File: src/idt_pkg.sv
// Purpose: Shared constants and types for the instruction decode and timing block
// Assumes: Opcode map and field layout below are local to this core
// Notes:   Notes on behaviour follow
// Notes on behaviour
// - Single-word instruction is 24 bits; top 8 bits are the opcode.
// - Exactly three opcodes take two program words; all others take one.
// - Two-word op carries 48 bits; second word top 8 bits are zero.
// - A second word fetched alone executes as no operation.
// - Most ops take one cycle; true test or PC change adds a NOP cycle.
// - Branches, indirect call/jump, table ops and returns take two or three cycles.
// - Performed skip takes two cycles, three when skipped op is two words.
// - Double-word moves and all two-word ops take exactly two cycles.
// - Ops fall into word/byte, bit, literal and control classes.
// - Register word/byte ops decode base, second source and destination with modes.
// - File word/byte ops decode file address and file-or-register-zero destination.
// - Bit ops decode register or file target and literal or indirect bit position.
// - Literal moves decode a literal and a register or file target.
// - Literal arithmetic decodes base, literal, and destination only when separate.
// - Control ops decode a program address or a table access mode.
// - File address operand covers 0000h to 1FFFh in word/byte ops, 0000h to 03FFh in bit ops, 0000h to 00FFh in literal moves.
// - Register fields select one of sixteen working registers.
// - Ten-bit literal is limited to 255 in byte mode, 1023 in word mode.
package idt_pkg;
   //----------------------------------------------------------------
   // Opcodes of the control class
   //----------------------------------------------------------------
   localparam logic [7:0] OPC_NOP    = 8'h00; // Also any lone second word
   localparam logic [7:0] OPC_BRANCH = 8'h01; // branch_op
   localparam logic [7:0] OPC_BRAC   = 8'h02; // Computed branch
   localparam logic [7:0] OPC_ICALL  = 8'h03;
   localparam logic [7:0] OPC_IJMP   = 8'h04;
   localparam logic [7:0] OPC_TBLRD  = 8'h05;
   localparam logic [7:0] OPC_TBLWR  = 8'h06;
   localparam logic [7:0] OPC_RET    = 8'h07;
   localparam logic [7:0] OPC_RETI   = 8'h08; // interrupt_return_op
   localparam logic [7:0] OPC_BCOND  = 8'h09;
   localparam logic [7:0] OPC_SKIP   = 8'h0a;
   localparam logic [7:0] OPC_DMOV   = 8'h0b; // Single-word double move
   localparam logic [7:0] OPC_GOTO2  = 8'h10;
   localparam logic [7:0] OPC_CALL2  = 8'h11;
   localparam logic [7:0] OPC_DMOV2  = 8'h12;
   //----------------------------------------------------------------
   // Field positions inside a word
   //----------------------------------------------------------------
   localparam int P_OPC  = 16; // Opcode lsb, 8 bits
   localparam int P_CLS  = 22; // Class, 2 bits
   localparam int P_FMT  = 21; // File/move format select
   localparam int P_SUB  = 20; // Literal move to file
   localparam int P_SEP  = 17; // Literal arith separate dest
   localparam int P_BYTE = 16; // Byte mode
   localparam int P_BASE = 12;
   localparam int P_DMD  = 10;
   localparam int P_DST  = 6;
   localparam int P_SMD  = 4;
   localparam int P_SRC  = 0;
   localparam int P_FDST = 13; // 1 = file, 0 = working_reg_zero
   localparam int P_BIND = 15; // Bit position from base register
   localparam int P_BPOS = 11;
   localparam int P_LMV  = 4;  // 12-bit literal for register move
   localparam int P_LMF  = 8;  // 8-bit literal for file move
   //----------------------------------------------------------------
   // Cycle counts and limits
   //----------------------------------------------------------------
   localparam logic [1:0] CYC_ONE    = 2'h1;
   localparam logic [1:0] CYC_TWO    = 2'h2;
   localparam logic [1:0] CYC_BRANCH = 2'h2;
   localparam logic [1:0] CYC_INDIR  = 2'h2;
   localparam logic [1:0] CYC_TABLE  = 2'h2;
   localparam logic [1:0] CYC_RETURN = 2'h3;
   localparam logic [9:0] LIT_BYTE_MAX = 10'h0ff;
   localparam logic [1:0] RST_CYC    = 2'h1;

   typedef enum logic [1:0] {CLS_CTRL, CLS_WB, CLS_BIT, CLS_LIT} idt_class_t;

   typedef struct packed {
      idt_class_t  opClass;
      logic [7:0]  opcode;
      logic        byteMode;
      logic [3:0]  baseReg;     // base_source_reg
      logic [3:0]  srcReg;      // second_source_reg
      logic [1:0]  srcMode;
      logic [3:0]  dstReg;      // dest_reg
      logic [1:0]  dstMode;
      logic        hasDest;
      logic [12:0] fileAddr;
      logic        destIsFile;
      logic        targetIsFile;
      logic        bitIndirect;
      logic [3:0]  bitPos;
      logic [15:0] literal;
      logic        litOverRange;
      logic [22:0] progAddr;
      logic [1:0]  tableMode;
      logic        twoWord;
      logic        isNop;
      logic        isSkip;
   } idt_dec_t;
endpackage : idt_pkg

File: src/idt_fields.sv
// Purpose: Splits one instruction word into class and operand fields
// Assumes: Purely combinational, fed straight from the fetch bus
// Notes:   Unused fields of a format read as zero
`timescale 1ns/1ps
module idt_fields (
   // Word in
   input  wire logic [23:0]      word,
   // Fields out
   output idt_pkg::idt_dec_t     dec
);
   //---------------------------------------------------------------
   // Field split
   //---------------------------------------------------------------
   logic [7:0] opc;
   assign opc = word[idt_pkg::P_OPC +: 8];

   // One case arm per class, its formats inside it; zeroed first so idle fields never toggle
   always_comb begin
      dec = '0;
      dec.opcode = opc;
      unique case (word[idt_pkg::P_CLS +: 2])
         2'h0: begin
            dec.opClass = idt_pkg::CLS_CTRL;
            dec.progAddr = {7'h00, word[15:0]};
            if (opc == idt_pkg::OPC_TBLRD || opc == idt_pkg::OPC_TBLWR) begin
               dec.tableMode = word[1:0];
            end
            dec.twoWord = (opc == idt_pkg::OPC_GOTO2) || (opc == idt_pkg::OPC_CALL2)
                       || (opc == idt_pkg::OPC_DMOV2);
            dec.isNop  = (opc == idt_pkg::OPC_NOP);
            dec.isSkip = (opc == idt_pkg::OPC_SKIP);
         end
         2'h1: begin
            dec.opClass  = idt_pkg::CLS_WB;
            dec.byteMode = word[idt_pkg::P_BYTE];
            if (word[idt_pkg::P_FMT]) begin
               dec.fileAddr   = word[12:0];
               dec.destIsFile = word[idt_pkg::P_FDST];
               dec.hasDest    = 1'b1;
            end else begin
               dec.baseReg = word[idt_pkg::P_BASE +: 4];
               dec.dstMode = word[idt_pkg::P_DMD +: 2];
               dec.dstReg  = word[idt_pkg::P_DST +: 4];
               dec.srcMode = word[idt_pkg::P_SMD +: 2];
               dec.srcReg  = word[idt_pkg::P_SRC +: 4];
               dec.hasDest = 1'b1;
            end
         end
         2'h2: begin
            dec.opClass      = idt_pkg::CLS_BIT;
            dec.targetIsFile = word[idt_pkg::P_FMT];
            dec.bitIndirect  = word[idt_pkg::P_BIND];
            dec.bitPos       = word[idt_pkg::P_BPOS +: 4];
            if (word[idt_pkg::P_FMT]) begin
               dec.fileAddr = {3'h0, word[9:0]};
            end else begin
               dec.srcReg  = word[idt_pkg::P_SRC +: 4];
               dec.srcMode = word[idt_pkg::P_SMD +: 2];
            end
         end
         default: begin
            dec.opClass  = idt_pkg::CLS_LIT;
            dec.byteMode = word[idt_pkg::P_BYTE];
            if (word[idt_pkg::P_FMT]) begin
               dec.hasDest = 1'b1;
               if (word[idt_pkg::P_SUB]) begin
                  dec.targetIsFile = 1'b1;
                  dec.literal  = {8'h00, word[idt_pkg::P_LMF +: 8]};
                  dec.fileAddr = {5'h00, word[7:0]};
               end else begin
                  dec.literal = {4'h0, word[idt_pkg::P_LMV +: 12]};
                  dec.dstReg  = word[idt_pkg::P_SRC +: 4];
               end
            end else begin
               dec.baseReg = word[idt_pkg::P_BASE +: 4];
               if (word[idt_pkg::P_SEP]) begin
                  dec.hasDest = 1'b1;
                  dec.dstMode = word[idt_pkg::P_DMD +: 2];
                  dec.dstReg  = word[idt_pkg::P_DST +: 4];
                  dec.literal = {11'h000, word[4:0]};
               end else begin
                  // Byte mode keeps only the low byte and flags the excess
                  dec.dstReg = word[idt_pkg::P_BASE +: 4];
                  dec.litOverRange = word[idt_pkg::P_BYTE]
                                  && (word[9:0] > idt_pkg::LIT_BYTE_MAX);
                  dec.literal = word[idt_pkg::P_BYTE] ? {8'h00, word[7:0]}
                                                      : {6'h00, word[9:0]};
               end
            end
         end
      endcase
   end
endmodule : idt_fields

File: src/idt_decode.sv
// Purpose: Instruction decode and cycle timing for the core datapath
// Assumes: Fetch bus and condition inputs are on sys_clk
// Notes:   Inserted no-operation cycles show on nopSlot
`timescale 1ns/1ps
module idt_decode (
   // Clock and reset
   input  wire logic              sys_clk,
   input  wire logic              rst_n,
   // Fetch side
   input  wire logic              instrValid,
   input  wire logic [23:0]       instrWord,
   output logic                   fetchReady,
   // Conditions from the datapath
   input  wire logic              condTrue,
   input  wire logic              skipTrue,
   // Decoded operation out
   output logic                   opValid,
   output idt_pkg::idt_dec_t      opInfo,
   output logic [1:0]             opCycles,
   output logic                   nopSlot,
   output logic                   badSecond
);
   //---------------------------------------------------------------
   // Field split and sequencing state
   //---------------------------------------------------------------
   typedef enum logic [2:0] {ST_RUN, ST_WORD2, ST_STALL, ST_SKIP1, ST_SKIP2} idt_state_t;

   idt_state_t        state;
   idt_state_t        next_state;
   idt_pkg::idt_dec_t fieldDec;
   idt_pkg::idt_dec_t pendDec;
   logic [1:0]        stallCnt;
   logic [1:0]        cyc;
   logic              take;

   assign take = instrValid && fetchReady;

   idt_fields u_fields (
      .word (instrWord),
      .dec  (fieldDec)
   );

   // Cycle count of a single-word op
   always_comb begin
      unique case (fieldDec.opcode)
         idt_pkg::OPC_BRANCH, idt_pkg::OPC_BRAC: cyc = idt_pkg::CYC_BRANCH;
         idt_pkg::OPC_ICALL, idt_pkg::OPC_IJMP: cyc = idt_pkg::CYC_INDIR;
         idt_pkg::OPC_TBLRD, idt_pkg::OPC_TBLWR: cyc = idt_pkg::CYC_TABLE;
         idt_pkg::OPC_RET, idt_pkg::OPC_RETI:   cyc = idt_pkg::CYC_RETURN;
         idt_pkg::OPC_DMOV:  cyc = idt_pkg::CYC_TWO;
         idt_pkg::OPC_BCOND: cyc = condTrue ? idt_pkg::CYC_TWO : idt_pkg::CYC_ONE;
         idt_pkg::OPC_SKIP:  cyc = skipTrue ? idt_pkg::CYC_TWO : idt_pkg::CYC_ONE;
         default:            cyc = idt_pkg::CYC_ONE;
      endcase
      if (fieldDec.opClass != idt_pkg::CLS_CTRL) begin
         cyc = idt_pkg::CYC_ONE;
      end
   end

   //---------------------------------------------------------------
   // Sequencer
   //---------------------------------------------------------------
   // Skips squash following words instead of stalling, so the second
   // word of a squashed two-word op is swallowed too
   always_comb begin
      next_state = state;
      unique case (state)
         ST_RUN: begin
            if (take) begin
               if (fieldDec.twoWord) begin
                  next_state = ST_WORD2;
               end else if (fieldDec.isSkip && skipTrue) begin
                  next_state = ST_SKIP1;
               end else if (cyc != idt_pkg::CYC_ONE) begin
                  next_state = ST_STALL;
               end
            end
         end
         ST_WORD2: if (take) next_state = ST_RUN;
         ST_STALL: if (stallCnt == idt_pkg::CYC_ONE) next_state = ST_RUN;
         ST_SKIP1: begin
            if (take) begin
               next_state = fieldDec.twoWord ? ST_SKIP2 : ST_RUN;
            end
         end
         ST_SKIP2: if (take) next_state = ST_RUN;
      endcase
   end

   // State register
   always_ff @(posedge sys_clk or negedge rst_n) begin
      if (!rst_n) begin
         state <= ST_RUN;
      end else begin
         state <= next_state;
      end
   end

   // Remaining stall cycles after a multi-cycle single-word op
   always_ff @(posedge sys_clk or negedge rst_n) begin
      if (!rst_n) begin
         stallCnt <= 2'h0;
      end else if (state == ST_RUN && take) begin
         stallCnt <= cyc - idt_pkg::CYC_ONE;
      end else if (state == ST_STALL) begin
         stallCnt <= stallCnt - idt_pkg::CYC_ONE;
      end
   end

   // Fetch is held off only while a stall is pending
   always_ff @(posedge sys_clk or negedge rst_n) begin
      if (!rst_n) begin
         fetchReady <= 1'b1;
      end else begin
         fetchReady <= (next_state != ST_STALL);
      end
   end

   // First word of a two-word op is parked until its partner arrives
   always_ff @(posedge sys_clk or negedge rst_n) begin
      if (!rst_n) begin
         pendDec <= '0;
      end else if (state == ST_RUN && take && fieldDec.twoWord) begin
         pendDec <= fieldDec;
      end
   end

   //---------------------------------------------------------------
   // Decoded outputs
   //---------------------------------------------------------------
   // Op issue; a lone word with a zero opcode issues as a no-operation
   always_ff @(posedge sys_clk or negedge rst_n) begin
      if (!rst_n) begin
         opValid  <= 1'b0;
         opInfo   <= '0;
         opCycles <= idt_pkg::RST_CYC;
      end else begin
         opValid <= 1'b0;
         if (take && state == ST_RUN && !fieldDec.twoWord) begin
            opValid  <= 1'b1;
            opInfo   <= fieldDec;
            opCycles <= cyc;
         end else if (take && state == ST_WORD2) begin
            opValid  <= 1'b1;
            opInfo   <= pendDec;
            opInfo.progAddr <= {instrWord[6:0], pendDec.progAddr[15:0]};
            opCycles <= idt_pkg::CYC_TWO;
         end
      end
   end

   // Inserted no-operation cycles of stalls and skips
   always_ff @(posedge sys_clk or negedge rst_n) begin
      if (!rst_n) begin
         nopSlot <= 1'b0;
      end else begin
         nopSlot <= (state == ST_STALL)
                 || (take && (state == ST_SKIP1 || state == ST_SKIP2));
      end
   end

   // Second word must carry a zero upper byte; flagged, not refused
   always_ff @(posedge sys_clk or negedge rst_n) begin
      if (!rst_n) begin
         badSecond <= 1'b0;
      end else begin
         badSecond <= take && (state == ST_WORD2)
                   && (instrWord[idt_pkg::P_OPC +: 8] != 8'h00);
      end
   end
endmodule : idt_decode

File: config.mk
export PLATFORM = sky130hd
export DESIGN_NAME = idt_decode
export DESIGN_NICKNAME = d
export VERILOG_FILES = /design/src/idt_pkg.sv /design/src/idt_fields.sv /design/src/idt_decode.sv
export SDC_FILE = /design/constraint.sdc
export NUM_CORES = 1
export LEC_CHECK = 0
export ABC_AREA = 0
export BUFFER_PORTS_ARGS = -buffer_cell sky130_fd_sc_hd__buf_2
export CAP_MARGIN = 15
export CORE_MARGIN = 2
export CORE_UTILIZATION = 40
export DETAILED_ROUTE_END_ITERATION = 8
export HOLD_SLACK_MARGIN = 0.03
export PLACE_DENSITY_LB_ADDON = 0.05
export SYNTH_ARGS = -nofsm -noshare
export SYNTH_HDL_FRONTEND = slang
export SYNTH_SLANG_ARGS = --single-unit
export TNS_END_PERCENT = 30
File: constraint.sdc
create_clock -name sys_clk -period 3 [get_ports sys_clk]
set_clock_uncertainty 0.2 [all_clocks]
set_input_delay 0.15 -clock sys_clk [delete_from_list [all_inputs] [get_ports sys_clk]]
set_output_delay 0.15 -clock sys_clk [all_outputs]
set_load 0.005 [all_outputs]
; ---- Yosys cells after proc, flatten, opt, wreduce, memory -nomap -nowiden
; Cells that the tools add are included.
[totals]
reg_bits = 190
in_bits = 29
output_inout_bits = 99
word_cells = 156
[op_classes]
add_sub_neg = 2
n_lt_le_gt_ge = 1
eq_ne = 23
muxes = 53
n_reduce_logical = 28
[ops]
columns = cell, n
row1 = $mux 93, 2
row2 = $mux 16, 3
row3 = $pmux 13 s3, 1
row4 = $eq 8x3->1 const B, 4
row5 = $eq 8x4->1 const B, 4
row6 = $mux 3, 9
row7 = $eq 8x5->1 const B, 3
row8 = $mux 21, 1
row9 = $mux 10, 2
row10 = $mux 2, 9
row11 = $mux 17, 1
row12 = $eq 8x2->1 const B, 2
row13 = $mux 4, 4
row14 = $mux 8, 2
row15 = $mux 14, 1
row16 = $pmux 7 s2, 1
row17 = $mux 12, 1
row18 = $pmux 3 s4, 1
row19 = $pmux 6 s2, 1
row20 = $gt 10x8->1 const B, 1
row21 = $pmux 5 s2, 1
row22 = $logic_and 1x1->1, 9
row23 = $eq 8x1->1 const B, 1
row24 = $logic_not 8->1, 1
row25 = other kinds (23), 42

; ---- Longest topological paths before layout
[depth]
word_depth = 11
ltp_mapped = 11
ltp_nobuf = 10

; ---- Cells and area by module
; From an unflattened synthesis, not the netlist that was laid out.
[hier_totals]
hier_cells = 833
hier_area_um2 = 9081.2
[by_module_without_submodules]
columns = module, n_inst, cells_per_inst, area_each_um2, seq_area_each_um2
row1 = idt_decode, 1, 676, 7982.7, 4757.1
row2 = idt_fields, 1, 157, 1098.6, 0.0

; ---- Worst setup path before layout
; Ideal clock, no wire load.
[synth_path]
path_type = input port to flip-flop
start = input port instrWord[22]
end = register fetchReady
setup_time_ns = 0.088
arrival_time_ns = 2.242
t_required_ns = 2.712
path_slack_ns = 0.470
cell_stages = 8
path_buffers = 1
path_cell_list = inv_1 -> ha_1 -> buf_4 -> or4b_4 -> or4_4 -> a2111o_1 -> a2bb2oi_1 -> or3_1
[synth_via]
elab_chain_len = 11
elab_cells_between_ends = 36
cone_classes = eq/ne: 18 / mux: 11 / reduce/logical: 7
[synth_rtl]
columns = element, line_no
row1 = "start, declared", idt_decode.sv:11  ; input wire logic [23:0] instrWord,
row2 = "$eq 8x4->1, or another cell as far along", idt_decode.sv:45  ; unique case (fieldDec.opcode)
row3 = "$reduce_or 7->1 (no line), or another cell as far along", n/a
row4 = $pmux 2 s4 / $reduce_bool 2->1 (equally long branches), "idt_decode.sv:45, idt_decode.sv:55"
row5 = $mux 2, idt_decode.sv:55  ; if (fieldDec.opClass != idt_pkg::CLS_CTRL) begin
row6 = $ne 2x1->1, idt_decode.sv:74  ; end else if (cyc != idt_pkg::CYC_ONE) begin
row7 = $mux 3, idt_decode.sv:74
row8 = $mux 3, idt_decode.sv:72  ; end else if (fieldDec.isSkip && skipTrue) begin
row9 = $mux 3, idt_decode.sv:70  ; if (fieldDec.twoWord) begin
row10 = $mux 3, idt_decode.sv:69  ; if (take) begin
row11 = $pmux 3 s4 (*), idt_decode.sv:67  ; unique case (state)
row12 = $ne 3x2->1 (*), idt_decode.sv:115  ; fetchReady <= (next_state != ST_STALL);
row13 = "end signal, assigned", idt_decode.sv:115
row14 = "end, declared", idt_decode.sv:12  ; output logic fetchReady,
; Mark *: on every way between the ends. The rest lies on a longest branch, timed or not.
; A chain may end at the register's enable or synchronous reset.

; ---- Worst setup path after layout
; Same ends and word-level chain as after synthesis.

==> metrics.cfg <==
[final_layout]
final_cell_mix = nand2_1, dfrtp_1, buf_2, o21ai_0, a21oi_1
fin_cells = 1232
postLayoutCellArea_mm2 = 0.00979
drive_gt1_share_pct = 20.2
final_common_cell = nand2_1
finalNetCount = 989
area_growth_pct = 21.9
n_antenna_cell = 0
nFillCells = 1841

[clocking]
cts_tree = built
numCtsBuffers = 17
post_cts_buffers = 0
cts.path.max_buffers = 2
cts_sinks = 182
clock_insertion_delay_worst_skew_ns = 0.45
cts.clk_slew.worst_paths_ns = 0.07
cts_root_buf = clkbuf_16
h-tree-depth = 4

[route]
drt_first_pass_iters = 5
wl_per_cell_um = 18.6
finalWirelength_um = 22900
detail_route.vias_per_cell = 5.41
drtIter0Drc = 470
drc = 0
ant_nets = 0
via_count = 6666

[grt]
gr-total-overflow = 0
grt_start_max_net_pins = 117
groute.usage.overall_pct = 22.2
grt_pass1_wl_um = 37000
antenna_found_initial = 0
first_global_vias = 6524

[floorplanning]
core_area_mm2 = 0.0196
pin_count = 128
die_h_um = 146
placementRows = 51
design.die.area_mm2 = 0.0212
die_w_um = 146
initial_core_util_pct = 41.0

[setup_path]
startpoint = instrWord[22]
arrival_ns = 3.00
worst-r2r-setup-slack_ns = 0.53
end_kind = flop
path_max_fanout = 4
timing.rr.end = opInfo[30]
required_ns = 3.17
start_kind = input pin
cp_cell_sequence = dlygate4sd3_1, buf_2, inv_1, ha_1, or4b_4, or4_4, a2111o_1, a2bb2oi_1, or3_1
worst-setup-path-type = in2reg
slowest_delay_ns = 0.54
rr_worst_depth = 7
setup.worst_path.end = fetchReady
critPathTopFamily = simple AND/OR/NAND/NOR gates
timing.rr.start = fetchReady
critical_path_depth = 9
cpMaxStageDelayCell = dlygate4sd3_1
crit_buf_inv = 3

[timing]
finalHoldViolations = 0
max_clock_freq_ghz = 0.354
fin_crit_ns = 2.83
rsz0062_at_grt = false
whs_ns = 0.0394
period_share_pct = 94.2
tns_ns = 0
tightest_slew_ns = 0.665
maxSlewHeadroom_pct = 55.7
drv_slew = 0
setup-violations-final = 0

[power]
p_sw_mw = 1.84
pwr-share-clk_pct = 35.4
seqPwrFrac_pct = 46.5
power_density_mw_per_mm2 = 634
power.leakage_nw = 4.84
p_int_mw = 4.37
ir_drop_mv = 0.374
power_mw = 6.21
combPwrFrac_pct = 18.1
switching_share_pct = 29.6

[logic_synthesis]
synth.distinct_cells = 49
ys_seq_area_share_pct = 56.7
yosysTopAreaCell = dfrtp_1
synth.yosys.warnings = 0
synth_edf_count = 0
synthCells = 835
syn_avg_cell_area_um2 = 9.62
async_reset_ff_share_pct = 100
ys_ff_latch = 182
netlist_area_mm2 = 0.00803
synth_area_leaders = dfrtp_1, nand2_1, o21ai_0
synth_ff_type = dfrtp_1
synth.top_cell.area_share_pct = 56.1

[placed_design]
dp.cells = 1172
gp_congestion = 0.824
io_buffers = 123
dpl_cell_area_mm2 = 0.00893
hpwl_um = 14600

[run_status]
status = complete, no violations

[job]
cap_viol_max_count = 0

[hold_path]
min_path_type = in2reg

power groups by stage:
stage	Combinational (mW)	Sequential, mW	Clock (mW)
2_1_floorplan	0.571	2.92	0
3_3_place_gp	1.08	2.93	0
3_5_place_dp	1.10	2.93	0
4_1_cts	1.14	2.89	2.24
5_1_grt	1.25	2.92	2.37
6_report	1.12	2.89	2.20
routing by layer:
layer  up-vias  track usage [%]  wire (um)
met5         -                0          0
met4         0             7.55        504
met3        33             5.02       1350
met2       227             34.6      10600
met1      3298             30.6      10500
li1       3108                -          -
kinds of logic (layout without fill, tap and decap cells):
logic type,Yosys count,in the layout,synth area share [%]
simple gates,321,321,17.7
compound gates,220,220,17.9
flops,182,182,56.7
buf+inv,89,218,4.60
mux,15,15,1.93
fa+ha+maj,6,6,0.935
other cells,1,4,0.0467
xor+xnor,1,1,0.109
registers in the layout (all words and copies together) (netlist names):
name and count:
badSecond 1, nopSlot 1, stallCnt 2, state 3, opInfo 89, fetchReady 1
pendDec 82, opValid 1, opCycles 2
synth_stat cells (all sizes together), types with 2 or more instances:
library cell,number
a32oi,20
nand2,215
mux2,4
a21oi,41
nand2b,6
nand3,4
a221o,9
nor2,26
inv,11
ha,6
and3,2
a211oi,15
nand4,3
nand3b,2
mux2i,11
buf,22
a21o,8
dfstp,2
and2,28
clkbuf,56
nor3b,4
o21bai,2
a22oi,26
o211ai,7
a31oi,11
nor3,4
o21ai,62
dfrtp,180
nor2b,18
a22o,9
o22ai,4
nor4,4
worst min path at each step:
stage                     startpoint          end  depth (start not counted)  slack [ns]
after floorplan                rst_n    badSecond                          0       -0.35
after global placement         rst_n  pendDec[37]                          1       -0.16
after detailed placement       rst_n  pendDec[37]                          1       -0.15
after CTS                      rst_n  pendDec[37]                          3        0.04
after global routing           rst_n  pendDec[37]                          3        0.06
final                       condTrue  opCycles[1]                          5        0.04
worst min-delay path, delay by kind of cell:
kind,cells,cell delay [ns]
compound gates,3,0.29
buf+inv,1,0.11
simple gates,1,0.09
stage by stage:
step | utilization, % | setup slack (ns)
6_report | 50.0 | 0.174
5_1_grt | 50.0 | 0.0906
4_1_cts | 50.0 | 0.175
3_5_place_dp | 45.6 | 0.282
3_3_place_gp | 45.6 | 0.336
2_1_floorplan | - | 0.470
cell type report:
cell class | count | area (um2) | area share, %
flip-flops and latches | 182 | 4560 | 46.5
multi-input cells | 567 | 3150 | 32.2
repair buffers | 175 | 1140 | 11.7
clock buffers | 17 | 425 | 4.34
well taps | 265 | 332 | 3.39
clock inverters | 15 | 141 | 1.44
inverters | 11 | 41.3 | 0.422
repair_timing:
action,4_1_cts,5_1_grt
hold endpoints to repair,287,0
hold buffers,28,0
endpoints found under the setup margin,0,1
gates resized for setup,0,1
No activity file was read; power rests on OpenSTA's default activity.
